`src/csd_pkg.sv`:
```
// Package for the clock switch and divider control block.
// Assumes an APB slave with 32-bit data; registers hold 16 bits.
package csd_pkg;
    // Register byte addresses
    localparam logic [11:0] ADDR_OSC_CTRL = 12'h000;
    localparam logic [11:0] ADDR_CLK_DIV = 12'h004;
    localparam logic [11:0] ADDR_PLL_FBD = 12'h008;
    localparam logic [11:0] ADDR_CLK_STAT = 12'h00c;

    // Oscillator control field positions
    localparam int CUR_LSB = 12;
    localparam int NEW_LSB = 8;
    localparam int FAIL_BIT = 3;
    localparam int SWREQ_BIT = 0;
    localparam int LOCKEN_BIT = 7;
    localparam int PLLLOCK_BIT = 5;

    // Clock divider field positions
    localparam int ROI_BIT = 15;
    localparam int DOZE_LSB = 12;
    localparam int REDUCTION_ENABLE_BIT = 11;
    localparam int FRCPS_LSB = 8;
    localparam int PRE_LSB = 0;

    // Unlock keys
    localparam logic [7:0] KEY_HI_1 = 8'h78;
    localparam logic [7:0] KEY_HI_2 = 8'h9a;
    localparam logic [7:0] KEY_LO_1 = 8'h46;
    localparam logic [7:0] KEY_LO_2 = 8'h57;

    // Reset values, prescaler maximum and zero doze code
    localparam logic [2:0] DOZE_RESET = 3'h3;
    localparam logic [2:0] FRCPS_RESET = 3'h0;
    localparam logic [3:0] PRE_RESET = 4'h1;
    localparam logic [3:0] PRE_MAX = 4'h8;
    localparam logic [7:0] FBD_RESET = 8'h96;
    localparam logic [2:0] DOZE_ZERO = 3'h0;

    // Source codes
    localparam logic [2:0] SRC_FRC = 3'h0;
    localparam logic [2:0] SRC_FAST_RC_WITH_PLL = 3'h1;
    localparam logic [2:0] SRC_PRI = 3'h2;
    localparam logic [2:0] SRC_PRIPLL = 3'h3;
    localparam logic [2:0] SRC_RSVD = 3'h4;

    // Switch handover length in cycles
    localparam logic [3:0] SWITCH_CYCLES = 4'h8;

    typedef enum {UNL_IDLE, UNL_KEY1, UNL_OPEN} csd_unlock_e;
    typedef enum {SW_IDLE, SW_STOP, SW_RUN} csd_switch_e;

    typedef struct packed {
        logic dozeOn;
        logic [2:0] dozeRatio;
        logic [2:0] fastRcPostscaler;
        logic [3:0] pllPrescaler;
        logic [7:0] pllFeedbackValue;
    } csd_cfg_s;
endpackage

```
`src/csd_top.sv`:
```
// Clock switch and divider control registers with APB access.
// Assumes irqEvent and monitor inputs are synchronous to core_clk,
// and strap / lock inputs are stable pins.
`timescale 1ns/1ps
module csd_top (
    // Clock and reset
    input wire logic core_clk,
    input wire logic rst_n,
    // APB slave
    input wire logic psel,
    input wire logic penable,
    input wire logic pwrite,
    input wire logic [11:0] paddr,
    input wire logic [31:0] pwdata,
    input wire logic [3:0] pstrb,
    output logic [31:0] prdata,
    output logic pready,
    output logic pslverr,
    // System inputs
    input wire logic [2:0] strapSource,
    input wire logic failsafeClockMonitor,
    input wire logic irqEvent,
    input wire logic pllLockPin,
    // Clock tree controls
    output logic [2:0] activeSource,
    output logic oscFailTrap,
    output logic [7:0] cpuDivideLog,
    output logic [8:0] fastRcDivide,
    output logic [3:0] pllInputDivide,
    output logic [7:0] pllFeedbackValue
);
    // Pin synchroniser for the PLL lock and strap
    logic lockMeta_q, lockSync_q;
    logic [2:0] strapMeta_q, strapSync_q;
    logic [1:0] strapArm_q;
    always_ff @(posedge core_clk or negedge rst_n) begin
        if (!rst_n) begin
            lockMeta_q <= 1'b0;
            lockSync_q <= 1'b0;
            strapMeta_q <= 3'h0;
            strapSync_q <= 3'h0;
            strapArm_q <= 2'h0;
        end else begin
            lockMeta_q <= pllLockPin;
            lockSync_q <= lockMeta_q;
            strapMeta_q <= strapSource;
            strapSync_q <= strapMeta_q;
            strapArm_q <= {strapArm_q[0], 1'b1};
        end
    end

    // reserved code maps to fast RC
    function automatic logic [2:0] mapSource(input logic [2:0] code);
        mapSource = (code == csd_pkg::SRC_RSVD) ? csd_pkg::SRC_FRC : code;
    endfunction

    logic apbWrite, apbRead;
    assign apbWrite = psel && penable && pwrite;
    assign apbRead = psel && penable && !pwrite;

    // State registers
    csd_pkg::csd_unlock_e unlHi_q, unlHi_d, unlLo_q, unlLo_d;
    csd_pkg::csd_switch_e sw_q, sw_d;
    logic [3:0] swCnt_q, swCnt_d;
    logic [2:0] cur_q, cur_d, new_q, new_d;
    logic fail_q, fail_d, swReq_q, swReq_d, lockEn_q, lockEn_d;
    logic roi_q, roi_d, strapDone_q, strapDone_d;
    csd_pkg::csd_cfg_s cfg_q, cfg_d;
    logic [31:0] rdata_d;
    logic accessDone_q;

    always_comb begin
        unlHi_d = unlHi_q;
        unlLo_d = unlLo_q;
        sw_d = sw_q;
        swCnt_d = swCnt_q;
        cur_d = cur_q;
        new_d = new_q;
        fail_d = fail_q;
        // Completion clears first so a fresh software request wins
        swReq_d = (sw_q == csd_pkg::SW_RUN) ? 1'b0 : swReq_q;
        lockEn_d = lockEn_q;
        roi_d = roi_q;
        cfg_d = cfg_q;
        strapDone_d = strapDone_q | strapArm_q[1];
        // Strap captured once, after the synchroniser has filled
        if (!strapDone_q && strapArm_q[1]) begin
            cur_d = mapSource(strapSync_q);
            new_d = strapSync_q;
        end
        if (apbWrite && paddr == csd_pkg::ADDR_OSC_CTRL) begin
            if (pstrb[1]) begin
                if (unlHi_q == csd_pkg::UNL_OPEN) begin
                    new_d = pwdata[csd_pkg::NEW_LSB +: 3];
                    unlHi_d = csd_pkg::UNL_IDLE;
                end else if (unlHi_q == csd_pkg::UNL_KEY1 &&
                             pwdata[15:8] == csd_pkg::KEY_HI_2) begin
                    unlHi_d = csd_pkg::UNL_OPEN;
                end else if (pwdata[15:8] == csd_pkg::KEY_HI_1) begin
                    unlHi_d = csd_pkg::UNL_KEY1;
                end else begin
                    unlHi_d = csd_pkg::UNL_IDLE;
                end
            end
            if (pstrb[0]) begin
                if (unlLo_q == csd_pkg::UNL_OPEN) begin
                    lockEn_d = pwdata[csd_pkg::LOCKEN_BIT];
                    fail_d = pwdata[csd_pkg::FAIL_BIT];
                    if (pwdata[csd_pkg::SWREQ_BIT]) begin
                        swReq_d = 1'b1;
                    end
                    unlLo_d = csd_pkg::UNL_IDLE;
                end else if (unlLo_q == csd_pkg::UNL_KEY1 &&
                             pwdata[7:0] == csd_pkg::KEY_LO_2) begin
                    unlLo_d = csd_pkg::UNL_OPEN;
                end else if (pwdata[7:0] == csd_pkg::KEY_LO_1) begin
                    unlLo_d = csd_pkg::UNL_KEY1;
                end else begin
                    unlLo_d = csd_pkg::UNL_IDLE;
                end
            end
        end else if (apbWrite) begin
            // Any write to another register breaks both pending unlocks
            unlHi_d = csd_pkg::UNL_IDLE;
            unlLo_d = csd_pkg::UNL_IDLE;
        end
        if (apbWrite && paddr == csd_pkg::ADDR_CLK_DIV) begin
            if (pstrb[1]) begin
                roi_d = pwdata[csd_pkg::ROI_BIT];
                if (!cfg_q.dozeOn) begin
                    cfg_d.dozeRatio = pwdata[csd_pkg::DOZE_LSB +: 3];
                end
                if (!pwdata[csd_pkg::REDUCTION_ENABLE_BIT] ||
                    cfg_d.dozeRatio != csd_pkg::DOZE_ZERO) begin
                    cfg_d.dozeOn = pwdata[csd_pkg::REDUCTION_ENABLE_BIT];
                end
                cfg_d.fastRcPostscaler = pwdata[csd_pkg::FRCPS_LSB +: 3];
            end
            if (pstrb[0]) begin
                cfg_d.pllPrescaler = pwdata[csd_pkg::PRE_LSB +: 4];
            end
        end
        if (apbWrite && paddr == csd_pkg::ADDR_PLL_FBD && pstrb[0]) begin
            cfg_d.pllFeedbackValue = pwdata[7:0];
        end
        if (roi_q && irqEvent) begin
            cfg_d.dozeOn = 1'b0;
        end
        // monitor sets, set wins over clear
        if (failsafeClockMonitor) begin
            fail_d = 1'b1;
        end
        case (sw_q)
            csd_pkg::SW_IDLE: begin
                if (swReq_q) begin
                    sw_d = csd_pkg::SW_STOP;
                    swCnt_d = 4'h0;
                end
            end
            csd_pkg::SW_STOP: begin
                // Old clock gated off for a full window before handover
                swCnt_d = swCnt_q + 4'h1;
                if (swCnt_q == csd_pkg::SWITCH_CYCLES - 4'h1) begin
                    cur_d = mapSource(new_q);
                    sw_d = csd_pkg::SW_RUN;
                end
            end
            csd_pkg::SW_RUN: begin
                sw_d = csd_pkg::SW_IDLE;
            end
            default: sw_d = csd_pkg::SW_IDLE;
        endcase
    end

    // Read mux
    always_comb begin
        rdata_d = 32'h0;
        case (paddr)
            csd_pkg::ADDR_OSC_CTRL: begin
                rdata_d[csd_pkg::CUR_LSB +: 3] = cur_q;
                rdata_d[csd_pkg::NEW_LSB +: 3] = new_q;
                rdata_d[csd_pkg::LOCKEN_BIT] = lockEn_q;
                rdata_d[csd_pkg::PLLLOCK_BIT] = lockSync_q;
                rdata_d[csd_pkg::FAIL_BIT] = fail_q;
                rdata_d[csd_pkg::SWREQ_BIT] = swReq_q;
            end
            csd_pkg::ADDR_CLK_DIV: begin
                rdata_d[csd_pkg::ROI_BIT] = roi_q;
                rdata_d[csd_pkg::DOZE_LSB +: 3] = cfg_q.dozeRatio;
                rdata_d[csd_pkg::REDUCTION_ENABLE_BIT] = cfg_q.dozeOn;
                rdata_d[csd_pkg::FRCPS_LSB +: 3] = cfg_q.fastRcPostscaler;
                rdata_d[csd_pkg::PRE_LSB +: 4] = cfg_q.pllPrescaler;
            end
            csd_pkg::ADDR_PLL_FBD: rdata_d[7:0] = cfg_q.pllFeedbackValue;
            csd_pkg::ADDR_CLK_STAT: rdata_d[1:0] = {sw_q != csd_pkg::SW_IDLE,
                                                    strapDone_q};
            default: rdata_d = 32'h0;
        endcase
    end

    // No wait state: setup, access, pready high in the first access cycle
    always_ff @(posedge core_clk or negedge rst_n) begin
        if (!rst_n) begin
            unlHi_q <= csd_pkg::UNL_IDLE;
            unlLo_q <= csd_pkg::UNL_IDLE;
            sw_q <= csd_pkg::SW_IDLE;
            swCnt_q <= 4'h0;
            cur_q <= csd_pkg::SRC_FRC;
            new_q <= csd_pkg::SRC_FRC;
            fail_q <= 1'b0;
            swReq_q <= 1'b0;
            lockEn_q <= 1'b0;
            roi_q <= 1'b0;
            strapDone_q <= 1'b0;
            cfg_q <= '{dozeOn: 1'b0, dozeRatio: csd_pkg::DOZE_RESET,
                       fastRcPostscaler: csd_pkg::FRCPS_RESET,
                       pllPrescaler: csd_pkg::PRE_RESET,
                       pllFeedbackValue: csd_pkg::FBD_RESET};
            prdata <= 32'h0;
            pready <= 1'b0;
            pslverr <= 1'b0;
            accessDone_q <= 1'b0;
        end else begin
            unlHi_q <= unlHi_d;
            unlLo_q <= unlLo_d;
            sw_q <= sw_d;
            swCnt_q <= swCnt_d;
            cur_q <= cur_d;
            new_q <= new_d;
            fail_q <= fail_d;
            swReq_q <= swReq_d;
            lockEn_q <= lockEn_d;
            roi_q <= roi_d;
            strapDone_q <= strapDone_d;
            cfg_q <= cfg_d;
            accessDone_q <= 1'b0;
            prdata <= apbRead ? rdata_d : 32'h0;
            pready <= 1'b0;
            pslverr <= 1'b0;
            if (psel && !penable) begin
                pready <= 1'b1;
                pslverr <= paddr > csd_pkg::ADDR_CLK_STAT || paddr[1:0] != 2'h0;
                prdata <= pwrite ? 32'h0 : rdata_d;
            end
        end
    end

    // Clock tree outputs, all registered
    always_ff @(posedge core_clk or negedge rst_n) begin
        if (!rst_n) begin
            activeSource <= csd_pkg::SRC_FRC;
            oscFailTrap <= 1'b0;
            cpuDivideLog <= 8'h0;
            fastRcDivide <= 9'h1;
            pllInputDivide <= csd_pkg::PRE_RESET;
            pllFeedbackValue <= csd_pkg::FBD_RESET;
        end else begin
            activeSource <= cur_q;
            // trap follows the flag whoever set it
            oscFailTrap <= fail_q;
            cpuDivideLog <= cfg_q.dozeOn ? 8'h1 << cfg_q.dozeRatio : 8'h1;
            // postscaler code seven divides by 256
            fastRcDivide <= (cfg_q.fastRcPostscaler == 3'h7) ? 9'h100 :
                            9'h1 << cfg_q.fastRcPostscaler;
            // reserved prescaler codes hold last legal
            if (cfg_q.pllPrescaler != 4'h0 &&
                cfg_q.pllPrescaler <= csd_pkg::PRE_MAX) begin
                pllInputDivide <= cfg_q.pllPrescaler;
            end
            pllFeedbackValue <= cfg_q.pllFeedbackValue;
        end
    end

    chk_doze_zero: assert property (@(posedge core_clk) disable iff (!rst_n)
        cfg_q.dozeOn |-> cfg_q.dozeRatio != csd_pkg::DOZE_ZERO)
        else $error("doze enabled with zero ratio");
    chk_roi_clear: assert property (@(posedge core_clk) disable iff (!rst_n)
        roi_q && irqEvent |=> !cfg_q.dozeOn)
        else $error("interrupt did not clear doze enable");
    chk_doze_frozen: assert property (@(posedge core_clk) disable iff (!rst_n)
        cfg_q.dozeOn |=> $stable(cfg_q.dozeRatio))
        else $error("doze field changed while enabled");
    chk_fail_set: assert property (@(posedge core_clk) disable iff (!rst_n)
        failsafeClockMonitor |=> fail_q ##1 oscFailTrap)
        else $error("failure not flagged");
    chk_fail_held: assert property (@(posedge core_clk) disable iff (!rst_n)
        fail_q && !apbWrite |=> fail_q)
        else $error("fail flag cleared by hardware");
    chk_switch_done: assert property (@(posedge core_clk) disable iff (!rst_n)
        $rose(swReq_q) |-> ##[9:11] !swReq_q)
        else $error("switch request not completed");
    chk_switch_copy: assert property (@(posedge core_clk) disable iff (!rst_n)
        $fell(swReq_q) |-> cur_q == mapSource(new_q))
        else $error("current source not updated");
    chk_ratio_one: assert property (@(posedge core_clk) disable iff (!rst_n)
        !cfg_q.dozeOn |=> cpuDivideLog == 8'h1)
        else $error("ratio not forced to one");
endmodule

```
`config.mk`:
```
export PLATFORM = sky130hd
export DESIGN_NAME = csd_top
export DESIGN_NICKNAME = d
export VERILOG_FILES = /design/src/csd_pkg.sv /design/src/csd_top.sv
export SDC_FILE = /design/constraint.sdc
export NUM_CORES = 1
export LEC_CHECK = 0
export BUFFER_PORTS_ARGS = -buffer_cell sky130_fd_sc_hd__buf_2
export CORE_ASPECT_RATIO = 0.9
export CORE_MARGIN = 2
export CORE_UTILIZATION = 40
export DETAILED_ROUTE_END_ITERATION = 8
export HOLD_SLACK_MARGIN = 0.06
export PLACE_DENSITY = 0.78
export SLEW_MARGIN = 40
export SYNTH_ARGS = -nofsm -noshare
export SYNTH_HDL_FRONTEND = slang
export SYNTH_SLANG_ARGS = --single-unit
```
`constraint.sdc`:
```
create_clock -name core_clk -period 1.3 [get_ports core_clk]
set_input_delay 0.195 -clock core_clk [delete_from_list [all_inputs] [get_ports core_clk]]
set_output_delay 0.195 -clock core_clk [all_outputs]
set_load 0.01 [all_outputs]
```
==> run_results.csv <==
group,metric,value,unit
pwr,p_int,4.03,mW
clock_tree,cts_sinks,100,
synth,synth_edf_count,0,
cells_and_area,antenna_cells,0,
sta,period_needed,1.33,ns
synth,synthesis.area,4040,µm²
detailed_routing,drc,0,
synth,synth_ff_type,"dfrtp_1",
synth,avgSynthCellArea,12.9,µm²
pwr,power_frac_comb,6.9,%
global_route,grt_pass1_vias,2824,
worst_setup_path,worstPathMaxFanout,2,
cells_and_area,fin_cells,569,
floorplanning,rows,34,
clock_tree,cts_buffers,9,
synth,ys_types,49,
global_route,antenna_found_initial,0,
clock_tree,root_buffer,"clkbuf_8",
clock_tree,tritoncts,"done",
sta,finalHoldViolations,0,
cells_and_area,layout-drive-gt1-share,43.6,%
sta,grt_setup_unrepaired,"yes",
worst_setup_path,slowest_delay,0.39,ns
hold_path,hold_class,"input pin to flip-flop",
detailed_routing,wl,8850,µm
worst_setup_path,crit_slowest_cell,"dfrtp_1",
detailed_routing,vias,2819,
detailed_routing,wl_per_cell,15.6,µm
detailed_routing,viasPerCell,4.95,
run_status,violations,"negative setup slack",
worst_setup_path,crit_required,1.54,ns
cells_and_area,syn_to_final_growth,25.6,%
pwr,switchingPower,1.34,mW
sta,setup_ws,-0.0280,ns
floorplanning,coreArea,9740,µm²
clock_tree,path_clk_slew,0.10,ns
cells_and_area,nets,498,
clock_tree,cts_htree_levels,3,
placed_design,dp_hpwl,6630,µm
detailed_routing,first_pass_iters,4,
sta,final.period_utilization,102,%
global_route,grt_usage,17.1,%
worst_setup_path,crit_chain,"nand2b_4 > or3b_4 > mux2_4",
pwr,swShare,24.9,%
sta,finalMaxSlewViolations,0,
pwr,power.leakage,2.52,nW
synth,synth_area_leader_cell,"dfrtp_1",
synth,async_reset_ff_share,100,%
floorplanning,die-height,99.3,µm
worst_setup_path,crit_type,"flip-flop to flip-flop",
sta,finalSetupViolCount,1,
clock_tree,clk_path_buf_depth,2,
global_route,grt_pass1_wl,14200,µm
synth,synth_area_leaders,"dfrtp_1 54%, dfstp_2 8.5%, mux2_2 7.5%",
detailed_routing,dr_wl_met2,4250,µm
synth,ys_ff_latch,100,
pwr,p_clk_share,33.5,%
floorplanning,dieArea,10900,µm²
run_status,status,"finished with violations",
sta,finalClockSkew,0.00956,ns
flow_run,maxCapViolCount,0,
sta,fin_tns_setup,-0.0280,ns
detailed_routing,ant_nets,0,
placed_design,io_buffers,90,
detailed_routing,drt_iter0_drc,214,
worst_setup_path,cp-end-kind,"flip-flop",
synth,synth.most_common_cell,"dfrtp_1",
worst_setup_path,cpLargestDelayFamily,"simple AND/OR/NAND/NOR gates",
detailed_routing,routed.top_layer,"met4",
floorplanning,start_util,41.4,%
synth,synth_top_area_share,54.0,%
global_route,grt_overflow,0,
pwr,power_frac_seq,59.6,%
detailed_routing,met3_length,532,µm
placed_design,placed_cells,546,
synth,yosys_warnings,0,
clock_tree,worstSkewPairLatency,0.36,ns
sta,hold-worst-slack,0.0899,ns
floorplanning,num_io_pins,126,
worst_setup_path,path_buf_inv,0,
worst_setup_path,crit_arrival,1.57,ns
floorplanning,die_w,110,µm
detailed_routing,drt-met1-wl,3870,µm
pwr,ir_worst_vdd,0.000552,V
pwr,power_density,1060,nW/µm²
synth,synthCells,313,
synth,synthTopCellsByCount,"87 x dfrtp_1, 27 x mux2_2, 27 x nor2_1, 17 x buf_4, 13 x dfstp_2",
sta,max_freq,753,MHz
placed_design,place.gp.congestion,0.830,
synth,yosysSeqAreaShare,62.4,%
worst_setup_path,critPathLaunchType,"flip-flop",
global_route,grt_max_degree,39,
## power groups by stage
| stage | logic [mW] | registers (mW) | clock network [mW] |
|---|---|---|---|
| after floorplan | 0.158 | 3.26 | 0 |
| after global placement | 0.345 | 3.26 | 0 |
| after detailed placement | 0.356 | 3.26 | 0 |
| after CTS | 0.371 | 3.20 | 1.82 |
| after global routing | 0.413 | 3.21 | 1.97 |
| final | 0.370 | 3.20 | 1.80 |
## cells in the final DEF (no fill, tap or decap), types with 4 or more instances in the layout
cell and count:
nand2b_1 5, a21oi_1 10, nand2_1 11, mux2_2 25, mux2i_1 7, conb_1 18, and3_1 7, nor3b_1 4
nor3_1 7, a32oi_1 6, nand3_1 6, o21ai_0 9, dlygate4sd3_1 6, dfstp_2 13, nor2_1 27, buf_2 88
buf_4 29, dfrtp_1 86, nor2b_1 6, clkbuf_8 9
## state kept, by name (all words and copies together) (netlist names), 2 cells and up
register	flops
cpuDivideLog	8
unlHi_q	2
cfg_q	19
strapMeta_q	3
prdata	16
new_q	3
fastRcDivide	8
cur_q	3
activeSource	3
sw_q	2
strapArm_q	2
pllFeedbackValue	8
strapSync_q	3
swCnt_q	4
unlLo_q	2
pllInputDivide	4
## worst reg2reg max path, stage by stage (launching register included)
cell and delay (ns):
dfrtp_1 0.39, nand2b_4 0.15, or3b_4 0.38, mux2_4 0.30
## final timing paths
kind,startpoint,end,slack (ns),depth (start not counted)
worst min-delay path,pwdata[5],cfg_q[5]$_DFFE_PN0P_,0.09,2
worst max-delay path,unlLo_q[0]$_DFFE_PN0P_,lockEn_q$_DFFE_PN0P_,-0.03,3
worst max register to register,unlLo_q[0]$_DFFE_PN0P_,lockEn_q$_DFFE_PN0P_,-0.03,3
min in group asynchronous,rst_n,lockMeta_q$_DFF_PN0_,0.27,2
worst min register to register,strapMeta_q[0]$_DFF_PN0_,strapSync_q[0]$_DFF_PN0_,0.36,0
max in group asynchronous,rst_n,cfg_q[16]$_DFFE_PN1P_,0.48,3
## stage by stage
stage	setup WS (ns)	power [mW]	utilization (%)	cell area [µm²]
finish	-0.0280	5.37	52.0	5070
global route	-0.0621	5.59	52.0	5070
CTS	-0.0193	5.39	51.6	5030
detailed placement	-0.305	3.61	49.0	4780
global placement	-0.272	3.60	49.0	4780
floorplan	-0.192	3.41	-	4120
## layer usage
layer | up-vias | global-route usage [%]
li1 | 1327 | -
met3 | 15 | 3.80
met1 | 1390 | 23.8
met5 | - | 0
met2 | 87 | 26.2
met4 | 0 | 6.23
## kinds of logic after synthesis
kind of cell,share of synthesized area [%]
AND/OR/NAND/NOR,15.2
flip-flops,62.4
AO/OA/AOI/OAI,7.26
multiplexers,9.64
buffers and inverters,4.74
adder cells (fa/ha/maj),0.558
other,0.186
## layout make-up
class,instances,area [µm²]
clock inverters,6,46.3
flip-flops and latches,100,2520
inverters,1,3.75
multi-input cells,200,1440
well taps,126,158
clock buffers,10,128
repair buffers,126,769
fillers,812,4670
## repair_timing
action / in CTS / in global routing
setup buffers: 0 / 1
endpoints found under the setup margin: 3 / 18
hold buffers: 6 / 0
resized for setup: 2 / 11
pin swaps: 1 / 4
endpoints found under the hold margin: 94 / 0
No activity file was read; power rests on OpenSTA's default activity.
